**config.mk**
```make
export PLATFORM = sky130hd
export DESIGN_NAME = psq_sequencer
export DESIGN_NICKNAME = d
export VERILOG_FILES = /design/src/design/psq_pkg.sv /design/src/design/psq_stack_if.sv /design/src/design/psq_stack.sv /design/src/design/psq_irq_pick.sv /design/src/design/psq_sequencer.sv
export VERILOG_INCLUDE_DIRS = /design/src /design/src/design
export SDC_FILE = /design/constraint.sdc
export NUM_CORES = 1
export LEC_CHECK = 0
export BUFFER_PORTS_ARGS = -buffer_cell sky130_fd_sc_hd__buf_4
export CAP_MARGIN = 10
export CORE_UTILIZATION = 30
export DETAILED_ROUTE_END_ITERATION = 10
export SETUP_SLACK_MARGIN = 0.4
export SLEW_MARGIN = 20
export SYNTH_ARGS = -nofsm -noshare
export SYNTH_HDL_FRONTEND = slang
export SYNTH_SLANG_ARGS = --single-unit
export TNS_END_PERCENT = 100
```
**constraint.sdc**
```tcl
create_clock -name clk -period 14 [get_ports clk]
set_input_delay 2.1 -clock clk [delete_from_list [all_inputs] [get_ports clk]]
set_output_delay 2.1 -clock clk [all_outputs]
set_load 0.02 [all_outputs]
```
**src/design/psq_params.svh**
```systemverilog
// constants for the program sequencer and memory addressing block
`ifndef PSQ_PARAMS_SVH
`define PSQ_PARAMS_SVH
`define PSQ_PC_W 14
`define PSQ_PC_RESET 14'h0000
`define PSQ_VEC_RESET 14'h0000
`define PSQ_VEC_DIV0 14'h0004
`define PSQ_VEC_TMR0 14'h0008
`define PSQ_VEC_PORTC 14'h000C
`define PSQ_VEC_DIV1 14'h0014
`define PSQ_VEC_TMR1 14'h0020
`define PSQ_STACK_DEPTH 8
`define PSQ_STACK_W 42
`define PSQ_PAGE_BIT 11
`define PSQ_ROM_AW 12
`define PSQ_TAB_W 14
`define PSQ_RAM_AW 10
`define PSQ_NIB_RESET 4'h0
`define PSQ_ROM_PAGE_MASK 4'h1
`define PSQ_BANK_MASK 4'h7
`define PSQ_IND_MASK 4'h7
`define PSQ_NUM_IRQ 5
`endif

```
**src/design/psq_pkg.sv**
```systemverilog
// types shared by the program sequencer files
package psq_pkg;
  typedef enum logic [3:0] {
    PSQ_OP_NEXT = 4'h0,
    PSQ_OP_JUMP = 4'h1,
    PSQ_OP_CALL = 4'h2,
    PSQ_OP_RETURN = 4'h3,
    PSQ_OP_BRANCH = 4'h4,
    PSQ_OP_SKIP = 4'h5,
    PSQ_OP_HOLD = 4'h6
  } psq_op_t;
  typedef enum logic [3:0] {
    PSQ_REG_NONE = 4'h0,
    PSQ_REG_ROM_PAGE = 4'h1,
    PSQ_REG_IND_PAGE = 4'h2,
    PSQ_REG_WORK_PAGE = 4'h3,
    PSQ_REG_BANK = 4'h4,
    PSQ_REG_TBL_LOW = 4'h5,
    PSQ_REG_TBL_1 = 4'h6,
    PSQ_REG_TBL_2 = 4'h7,
    PSQ_REG_TBL_3 = 4'h8
  } psq_reg_t;
  typedef enum logic [1:0] {
    PSQ_RAM_DIRECT = 2'b00,
    PSQ_RAM_INDIRECT = 2'b01,
    PSQ_RAM_WORK = 2'b10
  } psq_ram_mode_t;
  typedef enum logic [1:0] {
    PSQ_ST_RUN = 2'b00,
    PSQ_ST_VECTOR = 2'b01,
    PSQ_ST_TABLE = 2'b10
  } psq_state_t;
endpackage : psq_pkg

```
**src/design/psq_stack_if.sv**
```systemverilog
// push/pop carrier between the sequencer and its return stack
`timescale 1ns/1ps
`default_nettype none
interface psq_stack_if #(parameter int W = 42);
  logic push;
  logic pop;
  logic [W-1:0] push_data;
  logic [W-1:0] top_data;
  logic empty;
  modport seq (output push, output pop, output push_data, input top_data, input empty);
  modport stk (input push, input pop, input push_data, output top_data, output empty);
endinterface : psq_stack_if
`default_nettype wire

```
**src/design/psq_stack.sv**
```systemverilog
// eight-level return stack that drops its oldest entry on overflow
`timescale 1ns/1ps
`default_nettype none
`include "psq_params.svh"
module psq_stack #(
  parameter int DEPTH = `PSQ_STACK_DEPTH,
  parameter int W = `PSQ_STACK_W
) (
  // clocking
  input wire logic clk,
  input wire logic rst_n,
  input wire logic ce,
  // sequencer side
  psq_stack_if.stk sif
);
  logic [W-1:0] mem_q [DEPTH];
  logic [$clog2(DEPTH+1)-1:0] cnt_q;

  // entry 0 is the top; a push shifts down so the bottom falls off
  always_ff @(posedge clk) begin
    if (ce && sif.push) begin
      mem_q[0] <= sif.push_data;
      for (int i = 1; i < DEPTH; i++) begin
        mem_q[i] <= mem_q[i-1];
      end
    end else if (ce && sif.pop) begin
      for (int i = 0; i < DEPTH-1; i++) begin
        mem_q[i] <= mem_q[i+1];
      end
    end
  end

  // depth saturates at eight, no overflow flag by design
  always_ff @(posedge clk) begin
    if (!rst_n) begin
      cnt_q <= '0;
    end else if (ce && sif.push && cnt_q != DEPTH[$bits(cnt_q)-1:0]) begin
      cnt_q <= cnt_q + 1'b1;
    end else if (ce && sif.pop && !sif.push && cnt_q != '0) begin
      cnt_q <= cnt_q - 1'b1;
    end
  end

  assign sif.top_data = mem_q[0];
  assign sif.empty = (cnt_q == '0);
endmodule : psq_stack
`default_nettype wire

```
**src/design/psq_irq_pick.sv**
```systemverilog
// fixed-priority interrupt selector returning the matching vector
`timescale 1ns/1ps
`default_nettype none
`include "psq_params.svh"
module psq_irq_pick #(
  parameter int N = `PSQ_NUM_IRQ
) (
  // pending requests, bit 0 highest priority
  input wire logic [N-1:0] pending,
  // result
  output logic any,
  output logic [N-1:0] grant,
  output logic [`PSQ_PC_W-1:0] vector
);
  // lowest index wins, one grant at most
  always_comb begin
    grant = '0;
    vector = `PSQ_VEC_RESET;
    any = |pending;
    if (pending[0]) begin
      grant[0] = 1'b1;
      vector = `PSQ_VEC_DIV0;
    end else if (pending[1]) begin
      grant[1] = 1'b1;
      vector = `PSQ_VEC_TMR0;
    end else if (pending[2]) begin
      grant[2] = 1'b1;
      vector = `PSQ_VEC_PORTC;
    end else if (pending[3]) begin
      grant[3] = 1'b1;
      vector = `PSQ_VEC_DIV1;
    end else if (pending[4]) begin
      grant[4] = 1'b1;
      vector = `PSQ_VEC_TMR1;
    end
  end
endmodule : psq_irq_pick
`default_nettype wire

```
**src/design/psq_sequencer.sv**
```systemverilog
// program counter, vectors, return stack, rom paging, table pointer and ram addressing
// Overview of operation
// 14-bit counter drives program ROM fetch
// reset or interrupt loads vector directly
// fixed vectors, first divider highest priority
// return stack: eight entries, 42 bits
// call or interrupt pushes counter automatically
// return pops top entry into counter
// ninth push drops oldest, no flag
// ROM is two 2048-word pages
// software sets page before jump/call
// branches stay inside current ROM page
// ROM readable as 16384 nibble table
// table read fetches nibble into RAM
// pointer is four nibbles, low first
// page register bit0 selects ROM page
// RAM: eight banks of 128 nibbles
// bank register low bits pick bank
// indirect page picks 16-nibble page
// work page maps sixteen pages
// other pages remain ordinary memory
// immediate operands only on work registers
// reset clears page registers and counter
// highest priority first; reserved bits zero
`timescale 1ns/1ps
`default_nettype none
`include "psq_params.svh"
module psq_sequencer #(
  parameter int PC_W = `PSQ_PC_W,
  parameter int STACK_W = `PSQ_STACK_W,
  parameter int DEPTH = `PSQ_STACK_DEPTH,
  parameter int NIRQ = `PSQ_NUM_IRQ
) (
  // clocking
  input wire logic clk,
  input wire logic rst_n,
  input wire logic ce,
  // decoded instruction from the core
  input wire psq_pkg::psq_op_t op,
  input wire logic [PC_W-1:0] target,
  input wire logic cond_true,
  input wire logic [STACK_W-PC_W-1:0] ctx_save,
  output logic [STACK_W-PC_W-1:0] ctx_restore,
  output logic ret_valid,
  // register moves into the page and pointer registers
  input wire psq_pkg::psq_reg_t reg_sel,
  input wire logic reg_we,
  input wire logic [3:0] reg_wdata,
  output logic [3:0] reg_rdata,
  // interrupts, bit 0 = first divider ... bit 4 = timer 1
  input wire logic [NIRQ-1:0] irq_pending,
  output logic irq_taken,
  output logic [NIRQ-1:0] irq_ack,
  // program ROM fetch
  output logic [`PSQ_ROM_AW-1:0] rom_addr,
  input wire logic [15:0] rom_data,
  // table read
  input wire logic table_read_op,
  input wire logic [6:0] table_dest,
  output logic table_busy,
  // data RAM addressing
  input wire psq_pkg::psq_ram_mode_t ram_mode,
  input wire logic [6:0] ram_direct,
  input wire logic [3:0] ram_nib,
  input wire logic imm_op,
  output logic [`PSQ_RAM_AW-1:0] ram_addr,
  output logic imm_allowed,
  output logic ram_we,
  output logic [3:0] ram_wdata,
  output logic [PC_W-1:0] instruction_pointer
);
  logic [PC_W-1:0] pc_q;
  logic [3:0] rom_page_reg_q;
  logic [3:0] ind_page_q;
  logic [3:0] work_page_reg_q;
  logic [3:0] bank_select_reg_q;
  logic [3:0] tab_q [4];
  psq_pkg::psq_state_t st_q;
  logic [6:0] tdest_q;
  logic [1:0] tsel_q;
  logic [PC_W-1:0] vec_q;
  logic any_irq;
  logic [NIRQ-1:0] grant;
  logic [PC_W-1:0] vec;
  logic [PC_W-1:0] pc_d;
  logic take_irq;
  logic [`PSQ_TAB_W-1:0] tab_addr;
  psq_stack_if #(.W(STACK_W)) sif ();

  // keep a branch target within the page of the branch itself
  function automatic logic [PC_W-1:0] in_page(input logic [PC_W-1:0] here,
                                              input logic [PC_W-1:0] tgt);
    in_page = {here[PC_W-1:`PSQ_PAGE_BIT], tgt[`PSQ_PAGE_BIT-1:0]};
  endfunction

  // jump/call target lands in the preselected page
  function automatic logic [PC_W-1:0] far_addr(input logic pg,
                                               input logic [PC_W-1:0] tgt);
    far_addr = '0;
    far_addr[`PSQ_PAGE_BIT] = pg;
    far_addr[`PSQ_PAGE_BIT-1:0] = tgt[`PSQ_PAGE_BIT-1:0];
  endfunction

  psq_stack #(.DEPTH(DEPTH), .W(STACK_W)) u_stack (
    .clk(clk),
    .rst_n(rst_n),
    .ce(ce),
    .sif(sif.stk)
  );

  psq_irq_pick #(.N(NIRQ)) u_pick (
    .pending(irq_pending),
    .any(any_irq),
    .grant(grant),
    .vector(vec)
  );

  // interrupts are taken only between instructions, never mid table read
  assign take_irq = any_irq && st_q == psq_pkg::PSQ_ST_RUN && !table_read_op;
  assign irq_taken = take_irq;
  assign irq_ack = take_irq ? grant : '0;

  // next program counter
  always_comb begin
    pc_d = pc_q + 1'b1;
    case (op)
      psq_pkg::PSQ_OP_JUMP: pc_d = far_addr(rom_page_reg_q[0], target);
      psq_pkg::PSQ_OP_CALL: pc_d = far_addr(rom_page_reg_q[0], target);
      psq_pkg::PSQ_OP_RETURN: pc_d = sif.top_data[PC_W-1:0];
      psq_pkg::PSQ_OP_BRANCH: pc_d = cond_true ? in_page(pc_q, target) : pc_q + 1'b1;
      psq_pkg::PSQ_OP_SKIP: pc_d = cond_true ? in_page(pc_q, pc_q + 14'h0002) : pc_q + 1'b1;
      psq_pkg::PSQ_OP_HOLD: pc_d = pc_q;
      default: pc_d = pc_q + 1'b1;
    endcase
  end

  // push on call or interrupt, pop on return; context rides in the upper bits
  assign sif.push = ce && ((st_q == psq_pkg::PSQ_ST_RUN && op == psq_pkg::PSQ_OP_CALL
                    && !take_irq) || take_irq);
  assign sif.pop = ce && st_q == psq_pkg::PSQ_ST_RUN && !take_irq
                   && op == psq_pkg::PSQ_OP_RETURN;
  assign sif.push_data = {ctx_save, take_irq ? pc_q : pc_q + 1'b1};
  assign ctx_restore = sif.top_data[STACK_W-1:PC_W];
  assign ret_valid = sif.pop;

  // sequencer state: run, vector load, table read
  always_ff @(posedge clk) begin
    if (!rst_n) begin
      st_q <= psq_pkg::PSQ_ST_RUN;
      vec_q <= `PSQ_VEC_RESET;
      tdest_q <= '0;
      tsel_q <= '0;
    end else if (ce) begin
      case (st_q)
        psq_pkg::PSQ_ST_RUN: begin
          if (take_irq) begin
            st_q <= psq_pkg::PSQ_ST_VECTOR;
            vec_q <= vec;
          end else if (table_read_op) begin
            st_q <= psq_pkg::PSQ_ST_TABLE;
            tdest_q <= table_dest;
            tsel_q <= tab_addr[1:0];
          end
        end
        psq_pkg::PSQ_ST_VECTOR: st_q <= psq_pkg::PSQ_ST_RUN;
        psq_pkg::PSQ_ST_TABLE: st_q <= psq_pkg::PSQ_ST_RUN;
        default: st_q <= psq_pkg::PSQ_ST_RUN;
      endcase
    end
  end

  // program counter: reset vector, interrupt vector, or normal flow
  always_ff @(posedge clk) begin
    if (!rst_n) begin
      pc_q <= `PSQ_PC_RESET;
    end else if (ce) begin
      if (st_q == psq_pkg::PSQ_ST_VECTOR) begin
        pc_q <= vec_q;
      end else if (st_q == psq_pkg::PSQ_ST_RUN && !take_irq && !table_read_op) begin
        pc_q <= pc_d;
      end else if (st_q == psq_pkg::PSQ_ST_TABLE) begin
        pc_q <= pc_q + 1'b1;
      end
    end
  end

  // page and bank registers; reserved bits are never stored
  always_ff @(posedge clk) begin
    if (!rst_n) begin
      rom_page_reg_q <= `PSQ_NIB_RESET;
      ind_page_q <= `PSQ_NIB_RESET;
      work_page_reg_q <= `PSQ_NIB_RESET;
      bank_select_reg_q <= `PSQ_NIB_RESET;
    end else if (ce && reg_we) begin
      case (reg_sel)
        psq_pkg::PSQ_REG_ROM_PAGE: rom_page_reg_q <= reg_wdata & `PSQ_ROM_PAGE_MASK;
        psq_pkg::PSQ_REG_IND_PAGE: ind_page_q <= reg_wdata & `PSQ_IND_MASK;
        psq_pkg::PSQ_REG_WORK_PAGE: work_page_reg_q <= reg_wdata;
        psq_pkg::PSQ_REG_BANK: bank_select_reg_q <= reg_wdata & `PSQ_BANK_MASK;
        default: ;
      endcase
    end
  end

  // table pointer nibbles; not cleared by reset, software sets them first
  always_ff @(posedge clk) begin
    if (ce && reg_we) begin
      case (reg_sel)
        psq_pkg::PSQ_REG_TBL_LOW: tab_q[0] <= reg_wdata;
        psq_pkg::PSQ_REG_TBL_1: tab_q[1] <= reg_wdata;
        psq_pkg::PSQ_REG_TBL_2: tab_q[2] <= reg_wdata;
        psq_pkg::PSQ_REG_TBL_3: tab_q[3] <= reg_wdata;
        default: ;
      endcase
    end
  end

  // table_pointer_low holds the least significant nibble of the address
  assign tab_addr = {tab_q[3][1:0], tab_q[2], tab_q[1], tab_q[0]};

  // register readback, reserved bits zero
  always_comb begin
    case (reg_sel)
      psq_pkg::PSQ_REG_ROM_PAGE: reg_rdata = rom_page_reg_q;
      psq_pkg::PSQ_REG_IND_PAGE: reg_rdata = ind_page_q;
      psq_pkg::PSQ_REG_WORK_PAGE: reg_rdata = work_page_reg_q;
      psq_pkg::PSQ_REG_BANK: reg_rdata = bank_select_reg_q;
      psq_pkg::PSQ_REG_TBL_LOW: reg_rdata = tab_q[0];
      psq_pkg::PSQ_REG_TBL_1: reg_rdata = tab_q[1];
      psq_pkg::PSQ_REG_TBL_2: reg_rdata = tab_q[2];
      psq_pkg::PSQ_REG_TBL_3: reg_rdata = {2'b00, tab_q[3][1:0]};
      default: reg_rdata = 4'h0;
    endcase
  end

  // during a table read the ROM word holding the nibble is fetched instead
  assign rom_addr = (st_q == psq_pkg::PSQ_ST_RUN && table_read_op)
                    ? tab_addr[`PSQ_TAB_W-1:2] : pc_q[`PSQ_ROM_AW-1:0];
  assign table_busy = (st_q == psq_pkg::PSQ_ST_TABLE);

  // table data goes to RAM in the cycle after the fetch
  always_ff @(posedge clk) begin
    if (!rst_n) begin
      ram_wdata <= 4'h0;
      ram_we <= 1'b0;
    end else if (ce) begin
      ram_we <= (st_q == psq_pkg::PSQ_ST_RUN && table_read_op && !take_irq);
      ram_wdata <= rom_data[{tab_addr[1:0], 2'b00} +: 4];
    end
  end

  // RAM address: bank over direct/indirect, work page in banks 0 and 1
  always_comb begin
    case (st_q == psq_pkg::PSQ_ST_TABLE ? psq_pkg::PSQ_RAM_DIRECT : ram_mode)
      psq_pkg::PSQ_RAM_INDIRECT:
        ram_addr = {bank_select_reg_q[2:0], ind_page_q[2:0], ram_nib};
      psq_pkg::PSQ_RAM_WORK:
        ram_addr = {2'b00, work_page_reg_q, ram_nib};
      default:
        ram_addr = {bank_select_reg_q[2:0],
                    st_q == psq_pkg::PSQ_ST_TABLE ? tdest_q : ram_direct};
    endcase
  end

  // immediates combine only with working registers
  assign imm_allowed = imm_op && ram_mode == psq_pkg::PSQ_RAM_WORK;

  assign instruction_pointer = pc_q;
endmodule : psq_sequencer
`default_nettype wire

```
## After elaboration in Yosys (flattened, before gate mapping)

Memories as Yosys holds them, arrays and structs flattened.
Index checks and enable logic that the tools add are counted.

| word-level totals | value |
|---|---|
| bits in writable memories | 352 |
| bits of input ports | 102 |
| memories kept | 2 |
| output and inout bits | 82 |
| flip-flop bits (word level) | 53 |

Memories:

| memory | depth | bits a word | rd ports | clocked after memory_dff | wr ports | RTL line | source |
|---|---|---|---|---|---|---|---|
| u_stack.mem_q | 8 | 42 | 8 | 0 | 8 | psq_stack.sv:16 | `logic [W-1:0] mem_q [DEPTH];` |
| tab_q | 4 | 4 | 4 | 0 | 1 | psq_sequencer.sv:77 | `logic [3:0] tab_q [4];` |

| operators by class | value |
|---|---|
| equality and inequality tests | 23 |
| bitwise logic cells | 8 |
| mux-type cells | 63 |
| shift operators | 1 |
| reduce and logical (&&, ||, !) cells | 35 |
| $add $sub $neg | 2 |

Operator list:

| kind | count |
|---|---|
| $mux W42 | 7 |
| $mux W14 | 10 |
| $pmux W14 S5 | 1 |
| $pmux W4 S8 | 1 |
| $eq A4 B3 Y1 const B | 7 |
| $mux W1 | 26 |
| $pmux W10 S2 | 1 |
| $eq A4 B2 Y1 const B | 4 |
| $logic_and A1 B1 Y1 | 16 |
| $mux W2 | 8 |
| $mux W4 | 4 |
| $shiftx A16 B5 Y4 | 1 |
| $add A14 B1 Y14 const B | 1 |
| $mux W12 | 1 |
| $reduce_or A4 Y1 | 3 |
| $add A11 B2 Y11 const B | 1 |
| $reduce_and A2 Y1 | 5 |
| $eq A4 B1 Y1 const B | 2 |
| $ne A4 B4 Y1 const B | 2 |
| $mux W7 | 1 |
| $or A1 B1 Y1 | 7 |
| $eq A2 B2 Y1 const B | 3 |
| $mux W6 | 1 |
| $ne A3 B3 Y1 const B | 2 |
| other kinds (14) | 17 |

## Depth between registers and ports, before layout

Gate-level depths: netlist of the first run.

| logic depth | value |
|---|---|
| word-level depth | 11 |
| gate-level depth with buffers | 9 |
| gate-level depth less buffers | 8 |

## Hierarchy

Synthesis of the first run repeated with hierarchy kept, for this count alone.

| second synthesis, totals | value |
|---|---|
| cell total of the unflattened synthesis | 1,318 |
| area total of the unflattened synthesis | 19,243.5 um^2 |

Modules (own cells, without submodules):

| module | sequential area each (um^2) | cells an instance | area an instance (um^2) | times used |
|---|---|---|---|---|
| psq_stack | 10,169.8 | 734 | 14,492.6 | 1 |
| psq_sequencer | 1,481.4 | 560 | 4,580.6 | 1 |
| psq_irq_pick | 0.0 | 24 | 170.2 | 1 |

## Worst setup path after synthesis of the first run

No wires, ideal clock.

| timing path | value |
|---|---|
| kind | input port to flip-flop |
| start point | input op[1] |
| end point | memory u_stack.mem_q[0][0], enable pin |
| required time | 13.294 ns |
| arrival | 11.593 ns |
| cell stages on the path | 6 |
| setup slack | 1.702 ns |
| cell sequence | clkbuf_1 nor2b_1 nand3_1 a21oi_1 clkbuf_1 nand2b_1 |

RTL lines:

| item | RTL line | source |
|---|---|---|
| start, declared | psq_sequencer.sv:39 | `input wire psq_pkg::psq_op_t op,` |
| end, declared | psq_stack.sv:16 |  |

## Worst setup path after layout of the first run

| timing path | value |
|---|---|
| start point | input irq_pending[0] |
| end point | output irq_taken |

| on the way | value |
|---|---|
| longest elaborated chain between the ends | 3 |

RTL lines:

| item | RTL line | source |
|---|---|---|
| start, declared | psq_sequencer.sv:51 | `input wire logic [NIRQ-1:0] irq_pending,` |
| $reduce_or A5 Y1 | psq_irq_pick.sv:19 | `any = \|pending;` |
| $logic_and A1 B1 Y1 (2 in series) | psq_sequencer.sv:119 | `assign take_irq = any_irq && st_q == psq_pkg::PSQ_ST_RUN && !table_read_op;` |
| end, declared | psq_sequencer.sv:52 | `output logic irq_taken,` |

No other way between the ends.

==> summary.md, run 1 <==
| Metric | Value |
|---|---|
| Comb power frac | `0.077` |
| Clock network power share | `0.422` |
| Global Route Usage Sum | `0.121` |
| Max Clk Rate | `between 150 and 200 MHz` |
| Setup violators final | `0` |
| Place WS | `roughly 7 ns` |
| Largest net degree at the start of global routing | `approximately 150` |
| Cells after synthesis | `~1200` |
| Hold-fix buffers, CTS | `0` |
| Hold Vio Cnt, Final | `0` |
| Clock Latency Late Sink | `roughly 0.57 ns` |
| Ys async rst share | `0` |
| Slew Viols, Final | `0` |
| Remaining DRCs | `0` |
| First-pass GRT wire length | `about 60000 um` |
| CTS clk-pin slew, worst paths | `~0.05 ns` |
| Register area | `~11000 sq um` |
| RSZ-0062 raised after global routing | `no` |
| Int Pwr | `between 2 and 2.5 mW` |
| Primary FF master, synth | `edfxtp_1` |
| VDD IR max | `a little over 0.1 mV` |
| Die area | `between 60000 and 70000 sq um` |
| FF+latch count, synth | `just under 400` |
| Status | `finished clean` |
| WS Path Type | `in -> out` |
| Post-route cell area | `around 21000 sq um` |
| Via/cell ratio | `roughly 4.9` |
| Antenna diode count | `0` |
| Most common cell after layout, fill and taps aside | `edfxtp_1` |
| Most frequent cells in the layout | `edfxtp_1, mux2_2, buf_4, nor2_1, nand2_1` |
| CP required | `roughly 12 ns` |
| GRT overflow | `0` |
| H-Tree Depth | `2` |
| WHS | `0.422 ns` |
| Avg Cell Area, Syn | `roughly 15 sq um` |
| Post-CTS Resized | `0` |
| Netlist cell types | `66` |
| Routed len/inst | `around 17 um` |
| Area occupied by multi-input gates | `around 6000 sq um` |
| Die Span X | `between 200 and 250 um` |
| Final min period | `roughly 6.5 ns` |
| Ys Warns | `0` |
| Yosys top cell by area | `edfxtp_1` |
| R2r worst-path depth | `9` |
| Vias in the first global route | `around 11000` |
| Die H | `between 200 and 250 um` |
| WL met2 | `17500 um` |
| Setup tns final | `0 ns` |
| # fillers | `~5700` |
| Site Rows | `about 90` |
| Num CTS Buffers | `between 40 and 50` |
| Area grow syn2layout | `19.3%` |
| Crit path arrival time | `~4.4 ns` |
| EDFF count, synth | `350` |
| Critical Path End Type | `output port` |
| Power density over the cells | `around 130 nW/um^2` |
| Postcts setup bufs | `0` |
| Sequential share of power | `0.502` |
| Uppermost layer routed | `met4` |
| Slew at the pin closest to its max-slew limit | `1.10 ns` |
| Post-DP HPWL | `roughly 24000 um` |
| CTS Sinks | `393` |
| Total number of vias | `10546` |
| Number of DRC markers in iteration 0 | `~570` |
| Worst-path fanout max | `13` |
| I/O pin cnt | `184` |
| CP startpoint kind | `input port` |
| Leak | `approximately 7.4 nW` |
| Clock Skew | `roughly 0.027 ns` |
| Nets | `around 1500` |
| Clock tree buffer depth | `3` |
| DRT Pass-1 Iters | `4` |
| Top post-synthesis cells by area | `edfxtp_1, mux2_2, dfxtp_1, clkbuf_1, a21oi_1` |
| Metal3 WL | `~1700 um` |
| Total routed wirelength | `around 37000 um` |
| Antenna viol nets, final | `0` |
| Max transition margin | `0.263` |
| Fin worst setup slack | `about 7.5 ns` |
| Final worst path period share | `0.466` |
| Switching Share | `0.224` |
| M1 WL | `17100 um` |
| Max-Cap Viols | `0` |
| Port Buf Inserts | `between 150 and 200` |
| Reg2reg setup slack | `roughly 8.7 ns` |
| Syn nets | `around 1300` |
| Antenna violations before repair | `0` |
| Initial Util | `0.304` |
| Final GP Congestion | `approximately 0.89` |
| Share of layout cells above drive strength 1 | `0.415` |
| CTS root buffer | `clkbuf_16` |
| Core area | `just under 60000 sq um` |
| Post-Synthesis Cell Area | `approximately 18000 sq um` |
| CTS tree | `yes` |
| Hold Crit Class | `reg -> reg` |
| Switch Pwr | `618 uW` |
| Worst hold path depth | `0` |
| Yosys top cell area share | `0.585` |
| Placed Area | `between 15000 and 20000 sq um` |
| Register area share after synthesis | `0.633` |
## state kept, by name, summed over array words and instances (netlist names)
signal and flops:
st_q 2, ram_wdata 4, tdest_q 7, instruction_pointer 14
ind_page_q 3, work_page_reg_q 4, u_stack.mem_q 336, rom_page_reg_q 1
vec_q 4, bank_select_reg_q 3, tab_q 14, ram_we 1
## area by class of cell
| class | count | area share |
|---|---|---|
| inverters | 19 | 0.00333 |
| repair buffers | 192 | 0.0679 |
| flip-flops and latches | 393 | 0.531 |
| well taps | 773 | 0.0452 |
| multi-input cells | 709 | 0.285 |
| clock buffers | 57 | 0.0566 |
| clock inverters | 26 | 0.0116 |
## worst max-delay path, cell delays in order
cell and delay (ns):
buf_4 0.14, or4_4 0.61, o21ai_1 0.69, inv_1 0.56
buf_4 0.31
## per-stage QoR
stage                     utilization  cells  total power [mW]
after floorplan                     -   1217              1.56
after global placement          0.338   2086              1.61
after detailed placement        0.338   2086              1.62
after CTS                       0.363   2169              2.81
after global routing            0.363   2169              2.87
final                           0.363   2169              2.76
## routing by layer
metal  vias to the layer above  GRT usage
met5                         -          0
met4                         0     0.0519
met3                        74     0.0237
met2                       218      0.191
met1                      5279      0.162
li1                       4975          -
## final timing paths
check                   startpoint                     to
max                 irq_pending[0]              irq_taken
min          u_stack.mem_q[0][254]  u_stack.mem_q[0][296]
max reg2reg                st_q[1]  u_stack.mem_q[0][288]
min reg2reg  u_stack.mem_q[0][254]  u_stack.mem_q[0][296]
## kinds of logic after synthesis
logic type / synth area share
xor gates and xnor gates: 0.0107
AOI/OAI and AO/OA: 0.0550
muxes: 0.204
adders and majority gates: 0.00488
and+or+nand+nor: 0.0608
buffers and inverters: 0.0307
DFF: 0.633
## power groups by stage
stage                     clock [mW]  sequential, mW  combinational, mW
after floorplan                    0            1.42              0.140
after global placement             0            1.41              0.209
after detailed placement           0            1.41              0.214
after CTS                       1.21            1.38              0.215
after global routing            1.25            1.39              0.230
final                           1.16            1.38              0.212
## synthesized netlist by cell type (all sizes together) (10+ instances only)
master / number
edfxtp: 350
mux2: 302
clkbuf: 62
nor2: 57
nand2: 53
a21oi: 46
dfxtp: 43
buf: 34
xnor2: 20
inv: 19
mux2i: 18
o21ai: 16
nand3: 15
nor3: 14
nand4: 10
Power figures use the tool's default switching activity.
==> run 2, diff against run 1 <==
Clock period 14 ns to 6.38 ns, I/O delays scaled along.
==> run 2 against run 1 <==
Compared with the run above: utilization shrank 0.057 points; sequential power grew 120%; cell count is essentially flat; routed wire length shrank 0.27%; combinational power grew 120%; global-route usage shrank 0.052 points; clock skew grew 0.0055 ns; clock power grew 120%; first-iteration DRC count shrank 5.6%; worst setup slack lost 5.2 ns; register-to-register slack lost 5.9 ns; count of clock-buffer cells in the layout shrank 3; critical endpoint unchanged.
==> summary.md, run 2 (same netlist as run 1, synthesis figures left out) <==
| Metric | Value |
|---|---|
| Max transition margin | `0.296` |
| Largest Register | `u_stack.mem_q` |
| Final worst path period share | `0.647` |
| Routed len/inst | `around 17 um` |
| CTS clk-pin slew, worst paths | `~0.06 ns` |
| Sequential share of power | `0.505` |
| CTS root buffer | `clkbuf_16` |
| Placed insts | `2086` |
| Min-delay src | `u_stack.mem_q[0][291]` |
| Delay-heaviest family, CP | `buffers and inverters` |
| Worst-path fanout max | `13` |
| Fin worst setup slack | `around 2.3 ns` |
| R2r startpoint | `st_q[0]` |
| Switch Pwr | `roughly 1.4 mW` |
| Remaining DRCs | `0` |
| CTS tree | `yes` |
| Global Route Usage Sum | `0.121` |
| Status | `finished clean` |
| Leak | `around 7.4 nW` |
| Hold Crit Class | `reg -> reg` |
| Antenna viol nets, final | `0` |
| CP most frequent cell | `buf_4` |
| H-Tree Depth | `2` |
| CP startpoint kind | `input port` |
| Largest net degree at the start of global routing | `170` |
| Int Pwr | `roughly 4.6 mW` |
| WS Path Type | `in -> out` |
| DRT Pass-1 Iters | `6` |
| Total number of vias | `about 10000` |
| VDD IR max | `0.208 mV` |
| Hold Vio Cnt, Final | `0` |
| RSZ-0062 raised after global routing | `no` |
| Clock network power share | `0.418` |
| Non-filler cells, final | `between 2000 and 2500` |
| First-pass GRT wire length | `58300 um` |
| Postcts setup bufs | `0` |
| Final GP Congestion | `approximately 0.86` |
| CP cell instances | `buf_4, or4_4, o21ai_1, inv_1, buf_4` |
| Max Clk Rate | `242 MHz` |
| Max incr delay on CP | `0.64 ns` |
| Slew at the pin closest to its max-slew limit | `between 1 and 1.5 ns` |
| Comb power frac | `0.077` |
| Initial Util | `0.304` |
| Crit path buffers/inverters | `3` |
| Slew Viols, Final | `0` |
| Switching Share | `0.227` |
| Hold-fix buffers, CTS | `0` |
| Post-CTS Resized | `0` |
| Most frequent cells in the layout | `edfxtp_1, mux2_2, buf_4, nor2_1, nand2_1` |
| Place WS | `roughly 2.3 ns` |
| Die area | `60800 sq um` |
| Slowest cell on crit path | `o21ai_1` |
| CTS Sinks | `about 400` |
| Number of DRC markers in iteration 0 | `between 500 and 600` |
| Port Buf Inserts | `180` |
| Clock Latency Late Sink | `approximately 0.58 ns` |
| Setup violators final | `0` |
| Critical Path End Type | `output port` |
| GRT overflow | `0` |
| Antenna violations before repair | `2` |
| Clock Skew | `between 0.03 and 0.04 ns` |
| Via/cell ratio | `about 4.8` |
| Crit path from | `irq_pending[0]` |
| Nets | `1469` |
| Max-Cap Viols | `0` |
| I/O pin cnt | `~180` |
| Die H | `about 250 um` |
| Clock tree buffer depth | `3` |
| Post-DP HPWL | `approximately 24000 um` |
| Die Span X | `247 um` |
| Vias in the first global route | `about 11000` |
| Core area | `just under 60000 sq um` |
| Most common cell after layout, fill and taps aside | `edfxtp_1` |
| Max FFs per register | `approximately 340` |
| Site Rows | `89` |
| Power density over the cells | `around 280 nW/um^2` |
| Total routed wirelength | `37300 um` |
| Final min period | `~4.1 ns` |
| Area grow syn2layout | `19.1%` |
| Crit path arrival time | `3.17 ns` |
| Share of layout cells above drive strength 1 | `0.415` |
| Num CTS Buffers | `45` |
| Setup tns final | `0 ns` |
| CP required | `around 5.4 ns` |
## run 2: layout make-up
| cell class | count | area, sq um |
|---|---|---|
| Antenna cell | 1 | 2.50 |
| Clock buffer | 54 | 1160 |
| Clock inverter | 27 | 260 |
| Fill cell | 5678 | 37600 |
| Inverter | 19 | 71.3 |
| Multi-Input combinational cell | 709 | 6090 |
| Sequential cell | 393 | 11400 |
| Tap cell | 773 | 967 |
| Timing Repair Buffer | 192 | 1470 |
## run 2: final timing paths
check	to	slack, ns	cells after the start
setup reg to reg	u_stack.mem_q[0][266]	2.82	8
hold reg to reg	u_stack.mem_q[0][333]	0.45	0
hold / removal	u_stack.mem_q[0][333]	0.45	0
setup / recovery	irq_taken	2.25	5
## run 2: per-layer routing
metal  routed length [um]  part of all wire  up-vias  GRT usage
met5                   13           0.00035        -          0
met4                  879             0.024        2     0.0421
met3                 2140             0.057       60     0.0293
met2                17400              0.47      231      0.186
met1                16900              0.45     5219      0.165
li1                     -                 -     4970          -
## run 2: power groups by stage
stage	sequential [mW]	clock, mW	combinational (mW)
floorplan	3.07	0	0.307
global placement	3.08	0	0.458
detailed placement	3.09	0	0.469
CTS	3.04	2.61	0.470
global route	3.05	2.70	0.504
finish	3.04	2.52	0.463
## run 2: through the flow
stage / instance area, sq um / utilization / total power, mW / hold slack, ns
3_3_place_gp: 20000 / 0.338 / 3.54 / 0.427
2_1_floorplan: 18000 / - / 3.38 / 0.422
5_1_grt: 21400 / 0.362 / 6.25 / 0.464
3_5_place_dp: 20000 / 0.338 / 3.56 / 0.433
6_report: 21400 / 0.362 / 6.02 / 0.448
4_1_cts: 21400 / 0.362 / 6.12 / 0.449
==> run 3, diff against run 2 <==
Clock period 6.38 ns to 4.2 ns, I/O delays scaled along.
==> run 3 against run 2 <==
Compared with the run above: routed wire length rose by 1.9%; largest cell class unchanged; critical path type is now reg -> out; clock power rose by 55%; die area did not move.
==> summary.md, run 3 (same netlist as run 1, synthesis figures left out) <==
| Metric | Value |
|---|---|
| Post-layout power | `9.24 mW` |
| Power density over the cells | `428 nW/um^2` |
| Routed len/inst | `~18 um` |
| Total routed wirelength | `approximately 38000 um` |
| Remaining DRCs | `0` |
| Total number of vias | `about 11000` |
| Post-CTS Resized | `0` |
| First-pass GRT wire length | `60400 um` |
| Worst hold path depth | `1` |
| Clock tree buffer depth | `3` |
| Port Buf Inserts | `180` |
| CTS Sinks | `~400` |
| Worst-path fanout max | `15` |
| Final GP Congestion | `a little under 0.9` |
| VDD IR max | `between 0.4 and 0.5 mV` |
| R2r worst-path depth | `6` |
| Largest Register | `u_stack.mem_q` |
| Site Rows | `about 90` |
| CP cell instances | `inv_1, ha_1, nand2b_1, inv_1, ha_1, nor2_1, a22o_1, buf_4` |
| Clock Skew | `0.0310 ns` |
| WS Path Type | `reg -> out` |
| Slowest cell on crit path | `ha_1` |
| Global Route Usage Sum | `0.125` |
| Max incr delay on CP | `about 0.57 ns` |
| Placed insts | `2094` |
| DRT Pass-1 Iters | `5` |
| Clock Latency Late Sink | `~0.58 ns` |
| Nets | `about 1500` |
| Antenna violations before repair | `1` |
| Most frequent cells in the layout | `edfxtp_1, mux2_2, buf_4, nor2_1, nand2_1` |
| RSZ-0062 raised after global routing | `no` |
| GRT overflow | `0` |
| Area grow syn2layout | `20.2%` |
| H-Tree Depth | `2` |
| Crit path arrival time | `about 2.9 ns` |
| Core area | `roughly 59000 sq um` |
| CP startpoint kind | `register` |
| Reg2reg setup slack | `1.31 ns` |
| Final worst path period share | `0.846` |
| Max transition margin | `0.297` |
| CP required | `approximately 3.6 ns` |
| Hold-fix buffers, CTS | `0` |
| R2r endpoint | `instruction_pointer[10]` |
| I/O pin cnt | `roughly 180` |
| Max-Cap Viols | `0` |
| Slew Viols, Final | `0` |
| Max Clk Rate | `approximately 280 MHz` |
| Largest net degree at the start of global routing | `180` |
| Critical Path End Type | `output port` |
| Share of layout cells above drive strength 1 | `0.422` |
| Die Span X | `247 um` |
| Setup tns final | `0 ns` |
| CTS tree | `yes` |
| Post-DP HPWL | `~25000 um` |
| Max FFs per register | `around 340` |
| Num CTS Buffers | `between 40 and 50` |
| Slew at the pin closest to its max-slew limit | `1.06 ns` |
| Setup violators final | `0` |
| Most common cell after layout, fill and taps aside | `edfxtp_1` |
| Via/cell ratio | `approximately 5` |
| Initial Util | `0.304` |
| Leak | `7.53 nW` |
| Placed Area | `20100 sq um` |
| Die area | `roughly 60000 sq um` |
| R2r startpoint | `st_q[0]` |
| Post-route cell area | `between 20000 and 25000 sq um` |
| Vias in the first global route | `10678` |
| Min-delay src | `reg_wdata[3]` |
| Hold Crit Class | `in -> reg` |
| WHS Endpoint | `tab_q[2][3]` |
| Postcts setup bufs | `0` |
| Non-filler cells, final | `2174` |
| CTS root buffer | `clkbuf_16` |
| Hold Vio Cnt, Final | `0` |
| CTS clk-pin slew, worst paths | `0.06 ns` |
| Antenna viol nets, final | `0` |
| Number of DRC markers in iteration 0 | `roughly 700` |
| Final min period | `roughly 3.6 ns` |
| WHS | `around 0.27 ns` |
| Die H | `about 250 um` |
| Status | `finished clean` |
[run 3: changes by cell type in the layout (fill, tap and decap cells not counted), moves of 2 or more]
cell,previous run,this run
buf_12,2,10
clkinv_1,8,5
clkinv_2,8,12
clkinv_4,2,0
bufinv_16,4,6
clkbuf_1,9,6
[run 3: critical path: cells and delay by family (launching register included)]
family	cells	cell delay [ns]
AOI/OAI and AO/OA	1	0.27
adders and majority gates	2	1.04
buffers and inverters	3	0.30
DFF	1	0.33
and+or+nand+nor	2	0.40
[run 3: layout make-up]
cell class	count	area [sq um]
repair buffers	200	1630
fillers	5579	37400
clock buffers	51	1150
clock inverters	28	300
inverters	19	71.3
diodes	1	2.50
well taps	773	967
flip-flops and latches	393	11400
multi-input cells	709	6090
[run 3: metrics by stage]
stage               worst slack [ns]   util
finish                         0.646  0.366
global route                   0.452  0.366
CTS                            0.612  0.366
detailed placement             0.951  0.341
global placement               0.962  0.341
floorplan                     -0.171      -
[run 3: power by group]
group	internal (mW)	total [mW]	switching [mW]	leakage (nW)
Sequential	4.51	4.61	0.0955	3.62
Clock	2.33	3.90	1.57	0.715
Combinational	0.344	0.735	0.391	3.20
Total	7.18	9.24	2.06	7.53
[run 3: routing by layer]
metal	vias up	global-route usage	part of all wire
met1	5264	0.172	0.46
met4	0	0.0499	0.026
li1	4978	-	-
met2	256	0.192	0.46
met5	-	0	0
met3	63	0.0231	0.049
[run 3: worst max-delay path by stage]
| stage | start | slack (ns) | to | cells past startpoint |
|---|---|---|---|---|
| floorplan | irq_pending[0] | -0.17 | u_stack.mem_q[0][0] | 7 |
| global placement | irq_pending[0] | 0.96 | u_stack.mem_q[0][12] | 7 |
| detailed placement | irq_pending[0] | 0.95 | u_stack.mem_q[0][12] | 7 |
| CTS | st_q[0] | 0.61 | ram_addr[3] | 8 |
| global route | st_q[0] | 0.45 | ram_addr[1] | 8 |
| finish | st_q[0] | 0.65 | ram_addr[1] | 8 |
